<file path="src/logic/omc_pkg.sv">
`default_nettype none
package omc_pkg;
	// Command codes of the paged registers.
	localparam logic [7:0] CMD_OPERATION   = 8'h01;
	localparam logic [7:0] CMD_NOMINAL     = 8'h21;
	localparam logic [7:0] CMD_MARGIN_HIGH = 8'h25;
	localparam logic [7:0] CMD_MARGIN_LOW  = 8'h26;
	// Page values.
	localparam logic [7:0] PAGE_A    = 8'h00;
	localparam logic [7:0] PAGE_B    = 8'h01;
	localparam logic [7:0] PAGE_BOTH = 8'hFF;
	// Operation field positions and codes.
	localparam int OP_ON_BIT     = 7;
	localparam int OP_MARGIN_LSB = 2;
	localparam logic [7:0] OP_WRITE_MASK = 8'hBF;
	localparam logic [3:0] MARGIN_NONE    = 4'h0;
	localparam logic [3:0] MARGIN_LOW_IGN = 4'h5;
	localparam logic [3:0] MARGIN_LOW_ACT = 4'h6;
	localparam logic [3:0] MARGIN_HI_IGN  = 4'h9;
	localparam logic [3:0] MARGIN_HI_ACT  = 4'hA;
	// Reset values.
	localparam logic [7:0] OP_RESET      = 8'h00;
	localparam logic [7:0] NOMINAL_RESET = 8'h00;
	localparam logic [7:0] MARGIN_RESET  = 8'h00;
	// Margin state of one channel.
	typedef enum logic [2:0] {
		OMC_NONE = 3'b001,
		OMC_LOW  = 3'b010,
		OMC_HIGH = 3'b100
	} omc_margin_t;
endpackage : omc_pkg
`default_nettype wire

</file>
<file path="src/logic/omc_chan_if.sv">
`timescale 1ns/1ps
`default_nettype none
interface omc_chan_if;
	logic       wr_op;
	logic       wr_nom;
	logic       wr_lo;
	logic       wr_hi;
	logic [7:0] wdata;
	logic [7:0] op;
	logic [7:0] nominal;
	logic [7:0] margin_lo;
	logic [7:0] margin_hi;
	logic [7:0] target;
	logic       act_on_fault;
	logic       max_warn;
	modport bank (input wr_op, wr_nom, wr_lo, wr_hi, wdata,
		output op, nominal, margin_lo, margin_hi, target, act_on_fault,
		max_warn);
	modport ctrl (output wr_op, wr_nom, wr_lo, wr_hi, wdata,
		input op, nominal, margin_lo, margin_hi, target, act_on_fault,
		max_warn);
endinterface : omc_chan_if
`default_nettype wire

</file>
<file path="src/logic/omc_chan.sv">
`timescale 1ns/1ps
`default_nettype none
module omc_chan (
	input  wire logic       clk,
	input  wire logic       rst_b,
	input  wire logic [7:0] vout_max,
	omc_chan_if.bank        bus
);
	logic [7:0]  op;
	logic [7:0]  nominal;
	logic [7:0]  margin_lo;
	logic [7:0]  margin_hi;
	logic [7:0]  target;
	logic        act;
	logic        warn;
	omc_pkg::omc_margin_t state;
	logic [7:0]  next_op;
	logic [7:0]  next_nominal;
	logic [7:0]  next_margin_lo;
	logic [7:0]  next_margin_hi;
	logic [7:0]  next_target;
	logic        next_act;
	logic        next_warn;
	omc_pkg::omc_margin_t next_state;
	logic [3:0]  code;

	always_comb begin
		next_op        = op;
		next_nominal   = nominal;
		next_margin_lo = margin_lo;
		next_margin_hi = margin_hi;
		next_state     = state;
		next_act       = act;
		if (bus.wr_op)
			next_op = bus.wdata & omc_pkg::OP_WRITE_MASK;
		if (bus.wr_nom)
			next_nominal = (bus.wdata > vout_max) ? vout_max
				: bus.wdata;
		if (bus.wr_lo)
			next_margin_lo = bus.wdata;
		if (bus.wr_hi)
			next_margin_hi = bus.wdata;
		code = next_op[omc_pkg::OP_MARGIN_LSB +: 4];
		unique case (code)
			omc_pkg::MARGIN_NONE: begin
				next_state = omc_pkg::OMC_NONE;
				next_act   = 1'b0;
			end
			omc_pkg::MARGIN_LOW_IGN, omc_pkg::MARGIN_LOW_ACT: begin
				next_state = omc_pkg::OMC_LOW;
				next_act   = (code == omc_pkg::MARGIN_LOW_ACT);
			end
			omc_pkg::MARGIN_HI_IGN, omc_pkg::MARGIN_HI_ACT: begin
				next_state = omc_pkg::OMC_HIGH;
				next_act   = (code == omc_pkg::MARGIN_HI_ACT);
			end
			default: begin
				// Invalid codes keep the previous target and handling.
				next_state = state;
				next_act   = act;
			end
		endcase
		unique case (next_state)
			omc_pkg::OMC_LOW:  next_target = next_margin_lo;
			omc_pkg::OMC_HIGH: next_target = next_margin_hi;
			default:  next_target = next_nominal;
		endcase
		// Warn when an acting margin load sits above the nominal point.
		next_warn = next_act && (next_target > next_nominal);
	end

	always_ff @(posedge clk or negedge rst_b) begin
		if (!rst_b) begin
			op        <= omc_pkg::OP_RESET;
			nominal   <= omc_pkg::NOMINAL_RESET;
			margin_lo <= omc_pkg::MARGIN_RESET;
			margin_hi <= omc_pkg::MARGIN_RESET;
			target    <= omc_pkg::NOMINAL_RESET;
			act       <= 1'b0;
			warn      <= 1'b0;
			state     <= omc_pkg::OMC_NONE;
		end else begin
			op        <= next_op;
			nominal   <= next_nominal;
			margin_lo <= next_margin_lo;
			margin_hi <= next_margin_hi;
			target    <= next_target;
			act       <= next_act;
			warn      <= next_warn;
			state     <= next_state;
		end
	end

	assign bus.op           = op;
	assign bus.nominal      = nominal;
	assign bus.margin_lo    = margin_lo;
	assign bus.margin_hi    = margin_hi;
	assign bus.target       = target;
	assign bus.act_on_fault = act;
	assign bus.max_warn     = warn;
endmodule : omc_chan
`default_nettype wire

</file>
<file path="src/logic/omc_regs.sv">
`timescale 1ns/1ps
`default_nettype none
// What this block does
// - Operation bit 7 turns conversion on or off for the paged channel(s).
// - Conversion also needs input above UVLO and enable pins where configured.
// - Margin code 0000b makes the nominal setpoint the target.
// - Codes 0101b and 0110b pick margin-low, ignoring or acting on faults.
// - Codes 1001b and 1010b pick margin-high, ignoring or acting on faults.
// - Operation bits 1:0 are writable; host writes them as 00b.
// - Acting margin above nominal may raise the maximum-output warning.
// - Nominal setpoint holds the VID code of the active page.
// - Nominal setpoint never exceeds the configured maximum output value.
// - Page 00h is channel A, 01h channel B, FFh both.
// - Setpoint bits 15:8 are read-only zero; low byte read/write.
// - Margin-low register holds the target while margin state is low.
// - Margin-high register holds the target while margin state is high.
// - Output moves to each new target at the configured slew rate.
// - Operation acts only when on/off configuration respects it.
module omc_regs #(
	parameter int NCH = 2
) (
	input  wire logic           clk,
	input  wire logic           rst_b,
	input  wire logic [7:0]     page,
	input  wire logic           cmd_wr,
	input  wire logic           cmd_rd,
	input  wire logic [7:0]     cmd_code,
	input  wire logic [15:0]    cmd_wdata,
	output logic      [15:0]    cmd_rdata,
	output logic                cmd_ack,
	output logic                cmd_err,
	input  wire logic [7:0]     vout_max,
	input  wire logic [NCH-1:0] respect_cmd,
	input  wire logic [NCH-1:0] require_pin,
	input  wire logic [NCH-1:0] enable_pin,
	input  wire logic [NCH-1:0] vin_ok,
	input  wire logic [7:0]     slew_step,
	output logic      [NCH-1:0] convert_en,
	output logic      [NCH*8-1:0] vid_out,
	output logic      [NCH-1:0] act_on_fault,
	output logic      [NCH-1:0] max_warn
);
	// The page decode and the readback know channels A and B only, so
	// any other channel count is refused when the design is built.
	generate
		if (NCH != 2) begin : gen_bad_nch
			$error("omc_regs serves exactly two channels");
		end
	endgenerate

	logic [NCH-1:0] sel;
	logic           known;
	// Readback byte of each channel for the addressed command.
	logic [7:0]     rd_byte [NCH];
	logic [7:0]     pick;
	logic [15:0]    next_rdata;
	logic           next_ack;
	logic           next_err;

	// Page FFh addresses both channels; any unlisted page reaches none.
	always_comb begin
		sel[0] = (page == omc_pkg::PAGE_A) || (page == omc_pkg::PAGE_BOTH);
		sel[1] = (page == omc_pkg::PAGE_B) || (page == omc_pkg::PAGE_BOTH);
	end

	// Only the four commands of this bank are answered without an error.
	always_comb begin
		unique case (cmd_code)
			omc_pkg::CMD_OPERATION,
			omc_pkg::CMD_NOMINAL,
			omc_pkg::CMD_MARGIN_LOW,
			omc_pkg::CMD_MARGIN_HIGH: known = 1'b1;
			default:                  known = 1'b0;
		endcase
	end

	// Each channel keeps its own register set; the page decides which of
	// them see a write, and the shared page writes both in one cycle.
	genvar g;
	generate
		for (g = 0; g < NCH; g++) begin : gen_ch
			omc_chan_if cif ();
			logic [7:0] vid;
			logic [7:0] next_vid;
			logic       next_convert;
			logic [7:0] diff;

			// Only a selected channel sees a write strobe, and the data
			// byte is the low byte of the word.
			always_comb begin
				cif.wdata  = cmd_wdata[7:0];
				cif.wr_op  = 1'b0;
				cif.wr_nom = 1'b0;
				cif.wr_lo  = 1'b0;
				cif.wr_hi  = 1'b0;
				if (cmd_wr && sel[g]) begin
					unique case (cmd_code)
						omc_pkg::CMD_OPERATION:   cif.wr_op  = 1'b1;
						omc_pkg::CMD_NOMINAL:     cif.wr_nom = 1'b1;
						omc_pkg::CMD_MARGIN_LOW:  cif.wr_lo  = 1'b1;
						omc_pkg::CMD_MARGIN_HIGH: cif.wr_hi  = 1'b1;
						default:                  cif.wr_op  = 1'b0;
					endcase
				end
			end

			omc_chan u_chan (
				.clk      (clk),
				.rst_b    (rst_b),
				.vout_max (vout_max),
				.bus      (cif.bank)
			);

			// A channel converts only when every enabling condition holds;
			// the on bit counts only where the channel honours it.
			always_comb begin
				next_convert = vin_ok[g];
				if (require_pin[g] && !enable_pin[g])
					next_convert = 1'b0;
				if (respect_cmd[g] && !cif.op[omc_pkg::OP_ON_BIT])
					next_convert = 1'b0;
			end

			// The enable is registered so that it never glitches on a pin.
			always_ff @(posedge clk or negedge rst_b) begin
				if (!rst_b)
					convert_en[g] <= 1'b0;
				else
					convert_en[g] <= next_convert;
			end

			always_comb begin
				unique case (cmd_code)
					omc_pkg::CMD_OPERATION:   rd_byte[g] = cif.op;
					omc_pkg::CMD_NOMINAL:     rd_byte[g] = cif.nominal;
					omc_pkg::CMD_MARGIN_LOW:  rd_byte[g] = cif.margin_lo;
					omc_pkg::CMD_MARGIN_HIGH: rd_byte[g] = cif.margin_hi;
					default:                  rd_byte[g] = 8'h00;
				endcase
			end

			// Step the output VID toward the target, limited by the slew
			// step, so that a new target never lands as one large jump.
			always_comb begin
				if (vid > cif.target)
					diff = vid - cif.target;
				else
					diff = cif.target - vid;
				if (diff <= slew_step)
					next_vid = cif.target;
				else if (vid < cif.target)
					next_vid = vid + slew_step;
				else
					next_vid = vid - slew_step;
			end

			// Reset starts every channel at VID code zero.
			always_ff @(posedge clk or negedge rst_b) begin
				if (!rst_b)
					vid <= omc_pkg::NOMINAL_RESET;
				else
					vid <= next_vid;
			end

			// Outputs leave straight from flip-flops of this channel.
			assign vid_out[g*8 +: 8] = vid;
			assign act_on_fault[g]   = cif.act_on_fault;
			assign max_warn[g]       = cif.max_warn;
		end
	endgenerate

	// Every request is answered one clock later; a page that selects no
	// channel or an unknown command is refused without storing.
	always_comb begin
		next_ack = cmd_wr || cmd_rd;
		next_err = 1'b0;
		if (next_ack && (!known || (sel == '0)))
			next_err = 1'b1;
	end

	always_ff @(posedge clk or negedge rst_b) begin
		if (!rst_b) begin
			cmd_ack <= 1'b0;
			cmd_err <= 1'b0;
		end else begin
			cmd_ack <= next_ack;
			cmd_err <= next_err;
		end
	end

	// A read at the shared page answers from the lowest selected
	// channel, which is channel A.
	always_comb begin
		pick = 8'h00;
		for (int i = NCH - 1; i >= 0; i--) begin
			if (sel[i])
				pick = rd_byte[i];
		end
	end

	// Upper byte of every register reads as zero.
	always_comb begin
		next_rdata = 16'h0000;
		if (cmd_rd && known)
			next_rdata = {8'h00, pick};
	end

	// Read data stands for one cycle and is zero otherwise.
	always_ff @(posedge clk or negedge rst_b) begin
		if (!rst_b)
			cmd_rdata <= 16'h0000;
		else
			cmd_rdata <= next_rdata;
	end
endmodule : omc_regs
`default_nettype wire

</file>
<file path="config.mk">
export PLATFORM = sky130hd
export DESIGN_NAME = omc_regs
export DESIGN_NICKNAME = d
export VERILOG_FILES = /design/src/logic/omc_pkg.sv /design/src/logic/omc_chan_if.sv /design/src/logic/omc_chan.sv /design/src/logic/omc_regs.sv
export SDC_FILE = /design/constraint.sdc
export NUM_CORES = 1
export LEC_CHECK = 0
export CAP_MARGIN = 0
export CORE_MARGIN = 8
export CORE_UTILIZATION = 59
export DETAILED_ROUTE_END_ITERATION = 12
export DONT_BUFFER_PORTS = 1
export GPL_ROUTABILITY_DRIVEN = 0
export PLACE_DENSITY = 0.78
export RECOVER_POWER = 100
export SLEW_MARGIN = 40
export SYNTH_ARGS = -nofsm -noshare
export SYNTH_HDL_FRONTEND = slang
export SYNTH_SLANG_ARGS = --single-unit
</file>
<file path="constraint.sdc">
create_clock -name clk -period 3.79 [get_ports clk]
set_clock_uncertainty 0.1 [all_clocks]
set_input_delay 0.758 -clock clk [delete_from_list [all_inputs] [get_ports clk]]
set_output_delay 0.758 -clock clk [all_outputs]
set_load 0.05 [all_outputs]
</file>
==> Word level (Yosys, flattened, before mapping) <==
Index checks and enable logic that the tools add are counted.
Widths: inputs -> output; s select.
{ "word_totals": {"wordCells": 132, "register_bits": 124, "in_bits": 60, "output_inout_bits": 40} }
{ "classes": {"n_lt_le_gt_ge": 9, "addsub": 8, "reduce_logical": 28, "mux": 44, "eq_ne": 18} }
{ "op_table": {"columns": ["operator", "count"], "rows": [
  ["$mux 8", 16],
  ["$pmux 8 s4", 2],
  ["$sub 8x8->8", 6],
  ["$gt 8x8->1", 5],
  ["$pmux 8 s2", 2],
  ["$eq 8x6->1 const B", 3],
  ["$mux 1", 18],
  ["$pmux 3 s3", 2],
  ["$add 8x8->8", 2],
  ["$eq 4x3->1 const B", 4],
  ["$eq 4x4->1 const B", 4],
  ["$eq 8x1->1 const B", 2],
  ["$le 8x8->1", 2],
  ["$lt 8x8->1", 2],
  ["$mux 6", 2],
  ["$logic_and 1x1->1", 10],
  ["$eq 8x8->1 const B", 1],
  ["$logic_not 4->1", 2],
  ["$logic_not 8->1", 1],
  ["$reduce_or 2->1", 4],
  ["$eq 3x2->1 const B", 2],
  ["$eq 3x3->1 const B", 2],
  ["$pmux 1 s3", 2],
  ["$logic_not 1->1", 5],
  ["other kinds (3)", 6]
]} }

==> Longest topological paths before layout <==
{ "logic_depth": {"depth_word": 12, "mapped_depth": 20} }

==> By module <==
From an unflattened synthesis, not the netlist that was laid out.
{ "unflattened": {"hier_cells": 915, "area_unflattened_um2": 8792.2} }
{ "modules_own_cells": {"columns": ["module", "seq_area_each_um2", "area_per_inst_um2", "cells_per_inst", "n_inst"], "rows": [
  ["omc_regs", 700.7, 4169.0, 508, 1],
  ["omc_chan at gen_ch[1].u_chan", 1102.3, 2314.7, 198, 1],
  ["omc_chan at gen_ch[0].u_chan", 1102.3, 2308.5, 209, 1]
]} }

==> Worst setup path after synthesis <==
OpenSTA, ideal clock, no wires.
{ "synth_timing": {"path_type": "input-to-reg", "startpoint": "input port page[4]", "endpoint": "register gen_ch[0].u_chan.warn", "setup_slack_ps": -709, "path_buffers": 2, "path_stages": 18, "t_arrival_ps": 4274, "cell_sequence": "or4_4 -> nand3b_4 -> a2111oi_4 -> buf_4 -> mux2i_1 -> o21a_1 -> buf_2 -> nor2b_1 -> o22ai_2 -> a2bb2oi_1 -> ha_1 -> nor2b_1 -> o21a_1 -> o21ai_0 -> nand2b_1 -> a21oi_1 -> o21ai_0 -> o311a_1"} }
{ "synth_via": {"elab_chain_len": 12, "word_cells_on_any_way": 26, "classes_between": "order compare (1); eq/ne (7); mux (11); reduce/logical (7)"} }
{ "synth_rtl": {"columns": ["item", "line", "text"], "rows": [
  ["from (decl)", "omc_regs.sv:24", "input wire logic [7:0] page,"],
  ["$eq 8x8->1 or $logic_not 8->1 (tied branches)", "omc_regs.sv:62", "sel[0] = (page == omc_pkg::PAGE_A) || (page == omc_pkg::PAGE_BOTH);"],
  ["$logic_or 1x1->1 (*)", "omc_regs.sv:62", null],
  ["$logic_and 1x1->1 (*)", "omc_regs.sv:96", "if (cmd_wr && sel[g]) begin"],
  ["$mux 1 (*)", "omc_regs.sv:96", null],
  ["$mux 6 (*)", "omc_chan.sv:34", "if (bus.wr_op)"],
  ["$eq 4x4->1 or $eq 4x3->1 (tied branches)", "omc_chan.sv:44", "unique case (code)"],
  ["$reduce_or 2->1", "omc_chan.sv:44", null],
  ["$pmux 3 s3 (*)", "omc_chan.sv:44", null],
  ["via gen_ch[0].u_chan.next_state[2]", "omc_chan.sv:24", "omc_pkg::omc_margin_t next_state;"],
  ["$eq 3x3->1 or $eq 3x2->1 (tied branches)", "omc_chan.sv:63", "unique case (next_state)"],
  ["$pmux 8 s2 (*)", "omc_chan.sv:63", null],
  ["via gen_ch[0].u_chan.next_target[1]", "omc_chan.sv:21", "logic [7:0] next_target;"],
  ["$gt 8x8->1 (*)", "omc_chan.sv:69", "next_warn = next_act && (next_target > next_nominal);"],
  ["$logic_and 1x1->1 (*)", "omc_chan.sv:69", null],
  ["via gen_ch[0].u_chan.next_warn", "omc_chan.sv:23", "logic next_warn;"],
  ["to (signal assigned)", "omc_chan.sv:89", "warn <= next_warn;"],
  ["to (decl)", "omc_chan.sv:15", "logic warn;"]
]} }
Mark *: on every way through the listed nets, which the timed path passes. The rest lies on a longest branch.
A chain may end at the register's enable or synchronous reset.

==> Final worst setup path <==
{ "layout_timing": {"startpoint": "register gen_ch[0].vid[0]", "endpoint": "register gen_ch[0].vid[4]"} }
{ "layout_via": {"elab_chain_len": 4, "word_cells_on_any_way": 10, "classes_between": "add/sub (4); order compare (3); mux (3)"} }
{ "layout_rtl": {"columns": ["item", "line", "text"], "rows": [
  ["from (decl)", "omc_regs.sv:83", "logic [7:0] vid;"],
  ["from (signal assigned)", "omc_regs.sv:160", "vid <= omc_pkg::NOMINAL_RESET;"],
  ["from (signal assigned)", "omc_regs.sv:162", "vid <= next_vid;"],
  ["$sub 8x8->8, or another cell as far along", "omc_regs.sv:148", "diff = cif.target - vid;"],
  ["$mux 8", "omc_regs.sv:145", "if (vid > cif.target)"],
  ["$le 8x8->1", "omc_regs.sv:149", "if (diff <= slew_step)"],
  ["$mux 8 (*)", "omc_regs.sv:149", null],
  ["via gen_ch[0].next_vid[4]", "omc_regs.sv:84", "logic [7:0] next_vid;"]
]} }
Marks and branches as above.

==> results_dict.tcl <==
set metrics [dict create \
    tritoncts "built" \
    grt_pass1_wl_um 42700 \
    root_buffer "clkbuf_16" \
    clkLatencyLatePin_ns 0.42 \
    layout_setup_ws_ns -0.244 \
    drtAntennaViolNets 0 \
    fin_crit_ns 4.03 \
    drt-initial-drc-count 654 \
    grtUsageMet1_pct 32.0 \
    die_width_um 140 \
    start_util_pct 59.7 \
    final_common_cell "buf_4" \
    drt-total-wl_um 27600 \
    htree_levels 4 \
    rsz0062_at_grt "yes" \
    ys_async_sr_fraction_pct 100 \
    synth_cell_types 84 \
    grt_max_degree 115 \
    die-area_mm2 0.0195 \
    cp-start-kind "flip-flop" \
    ys_seq_elements 116 \
    ys.warnings.count 0 \
    drive_gt1_share_pct 33.7 \
    critical_path_required_ns 4.00 \
    r2r-end "gen_ch[0].vid[4]" \
    power.total_mw 7.90 \
    wire_per_inst_um 21.0 \
    arrival_ns 4.24 \
    power.density_mw_per_mm2 684 \
    p_leak_nw 5.76 \
    path_max_fanout 4 \
    dpl.hpwl_um 19200 \
    rows 45 \
    synth_flop_cell "dfrtp_1" \
    reg2reg_from "gen_ch[0].vid[0]" \
    use_met3_pct 6.60 \
    cp_slowest_cell "dfrtp_2" \
    synth_edf_count 0 \
    grt.total_usage_pct 27.8 \
    setup_viol 12 \
    antenna_found_initial 0 \
    io_pins 100 \
    num_vias 8016 \
    first_global_vias 8218 \
    clkTransAtPathRegs_ns 0.06 \
    top_usage_layer "met2" \
    path_cells "inv_2 -> ha_4 -> inv_1 -> fa_2 -> a21oi_2 -> o221ai_2 -> buf_4 -> buf_4 -> a21o_1 -> mux2i_2 -> a31oi_2 -> nor3b_2 -> o21ai_1 -> xnor2_1 -> ha_1 -> a21oi_2 -> o21ai_2 -> o31a_1 -> buf_6 -> mux2_4" \
    hold_class "input pin to async pin" \
    io_buffers 0 \
    ir_worst_vdd_v 0.000442 \
    postSynthAreaPerCell_um2 9.51 \
    post-place-ws_ns -0.681 \
    outcome "complete, but fails checks" \
    core_area_mm2 0.0151 \
    dr.pass1.iters 5 \
    cts_buffers 17 \
    whs_ns 0.0736 \
    clockBufferDepth 2 \
    ys_seq_area_share_pct 32.3 \
    cts_sinks 116 \
    r2r_cells 20 \
    mostFrequentLayoutCells "167 x buf_4, 102 x dfrtp_1, 80 x ha_1" \
    finalHoldViolCount 0 \
    cp-end-kind "flip-flop" \
    postSynthCellCount 947 \
    finalMaxSlewViolations 115 \
    violations "max-capacitance violations, max-slew violations, negative setup slack" \
    slowest_delay_ns 0.41 \
    syn2layout_area_growth_pct 28.2 \
    synth_area_mm2 0.00901 \
    r2r_slack_ns -0.24 \
    grt_use_met2_pct 47.5 \
    final_net_count 1265 \
    finish.utilization_pct 76.6 \
    drt_drc_violations_left 0 \
    die_y_um 140 \
    overflow 0 \
    tightest_slew_ns 2.93 \
    max-cap-violations 1 \
    finalCritPeriodShare_pct 106 \
    n_antenna_cell 0 \
    path_class "flip-flop to flip-flop" \
    fmax_ghz 0.248 \
    relSlewSlack_pct -95.7 \
    avgViaCountPerCell 6.10 \
]
[repair_timing]
action,CTS,global route
gates cloned,1,0
hold buffers,1,0
gates resized for setup,30,41
pin swaps,19,37
setup buffers,10,8
hold endpoints to repair,114,0
setup endpoints to repair,18,18
[flip-flops by register name (all words and copies together), names as in the netlist]
signal                          count
cmd_ack                             1
cmd_err                             1
cmd_rdata                           8
convert_en                          2
gen_ch.u_chan.bus.act_on_fault      2
gen_ch.u_chan.bus.margin_hi        16
gen_ch.u_chan.bus.margin_lo        16
gen_ch.u_chan.bus.max_warn          2
gen_ch.u_chan.bus.nominal          16
gen_ch.u_chan.bus.op               14
gen_ch.u_chan.bus.target           16
gen_ch.u_chan.state                 6
gen_ch.vid                         16
[power by group]
group          internal [mW]  switching [mW]
clock network           1.20           0.614
registers               1.34          0.0740
logic                   2.31            2.37
total                   4.84            3.06
[synthesized netlist by cell type, types with 25 or more instances]
library cell    n  area, um^2
dfrtp_1       114        2850
ha_1           85        1060
inv_1          82         308
nor2_1         74         278
a21oi_1        61         305
mux2_2         57         642
mux2i_1        51         510
nand2_1        51         191
nand3_1        33         165
xnor2_1        31         272
a21o_1         27         203
o21ai_0        25         125
[through the flow]
step	instances	setup TNS, ns	instance area [um^2]
after floorplan	954	-1.07	9260
after global placement	1265	-2.77	10400
after detailed placement	1265	-3.02	10400
after CTS	1308	-1.54	11300
after global routing	1315	-5.57	11600
final	1315	-2.04	11600
[layout make-up]
| class | count | area (um^2) |
|---|---|---|
| Inverter | 83 | 312 |
| Timing Repair Buffer | 186 | 1460 |
| Multi-Input combinational cell | 710 | 5960 |
| Fill cell | 1013 | 3540 |
| Tap cell | 188 | 235 |
| Sequential cell | 116 | 2920 |
| Clock inverter | 13 | 205 |
| Clock buffer | 19 | 453 |
[worst max path at each step]
stage,from,to,cells past startpoint
2_1_floorplan,page[4],gen_ch[0].u_chan.bus.max_warn,16
3_3_place_gp,page[4],gen_ch[0].u_chan.bus.max_warn,17
3_5_place_dp,page[4],gen_ch[0].u_chan.bus.max_warn,17
4_1_cts,gen_ch[0].vid[0],gen_ch[0].vid[4],18
5_1_grt,gen_ch[0].vid[0],gen_ch[0].vid[4],20
6_report,gen_ch[0].vid[0],gen_ch[0].vid[4],20
[critical path, delay by kind of cell, from the launching register on]
kind | cells | cell delay, ns
buffers and inverters | 5 | 0.54
and+or+nand+nor | 1 | 0.25
xor gates and xnor gates | 1 | 0.14
adders and majority gates | 3 | 0.82
muxes | 2 | 0.53
DFF | 1 | 0.41
AOI/OAI and AO/OA | 8 | 1.10
[per-layer routing]
metal,wire [um],up-vias
met5,0,-
met4,1350,0
met3,2040,108
met2,13400,382
met1,10800,3856
li1,-,3670
[cells by family after synthesis]
logic type / count (synthesis) / share of synthesized area [%]
AND/OR/NAND/NOR: 244 / 13.9
AO/OA/AOI/OAI: 210 / 16.3
buffers and inverters: 129 / 6.81
flip-flops: 116 / 32.3
multiplexers: 109 / 12.9
adder cells (fa/ha/maj): 91 / 13.1
XOR/XNOR: 47 / 4.65
other: 1 / 0.0416
No activity file was read; power rests on OpenSTA's default activity.
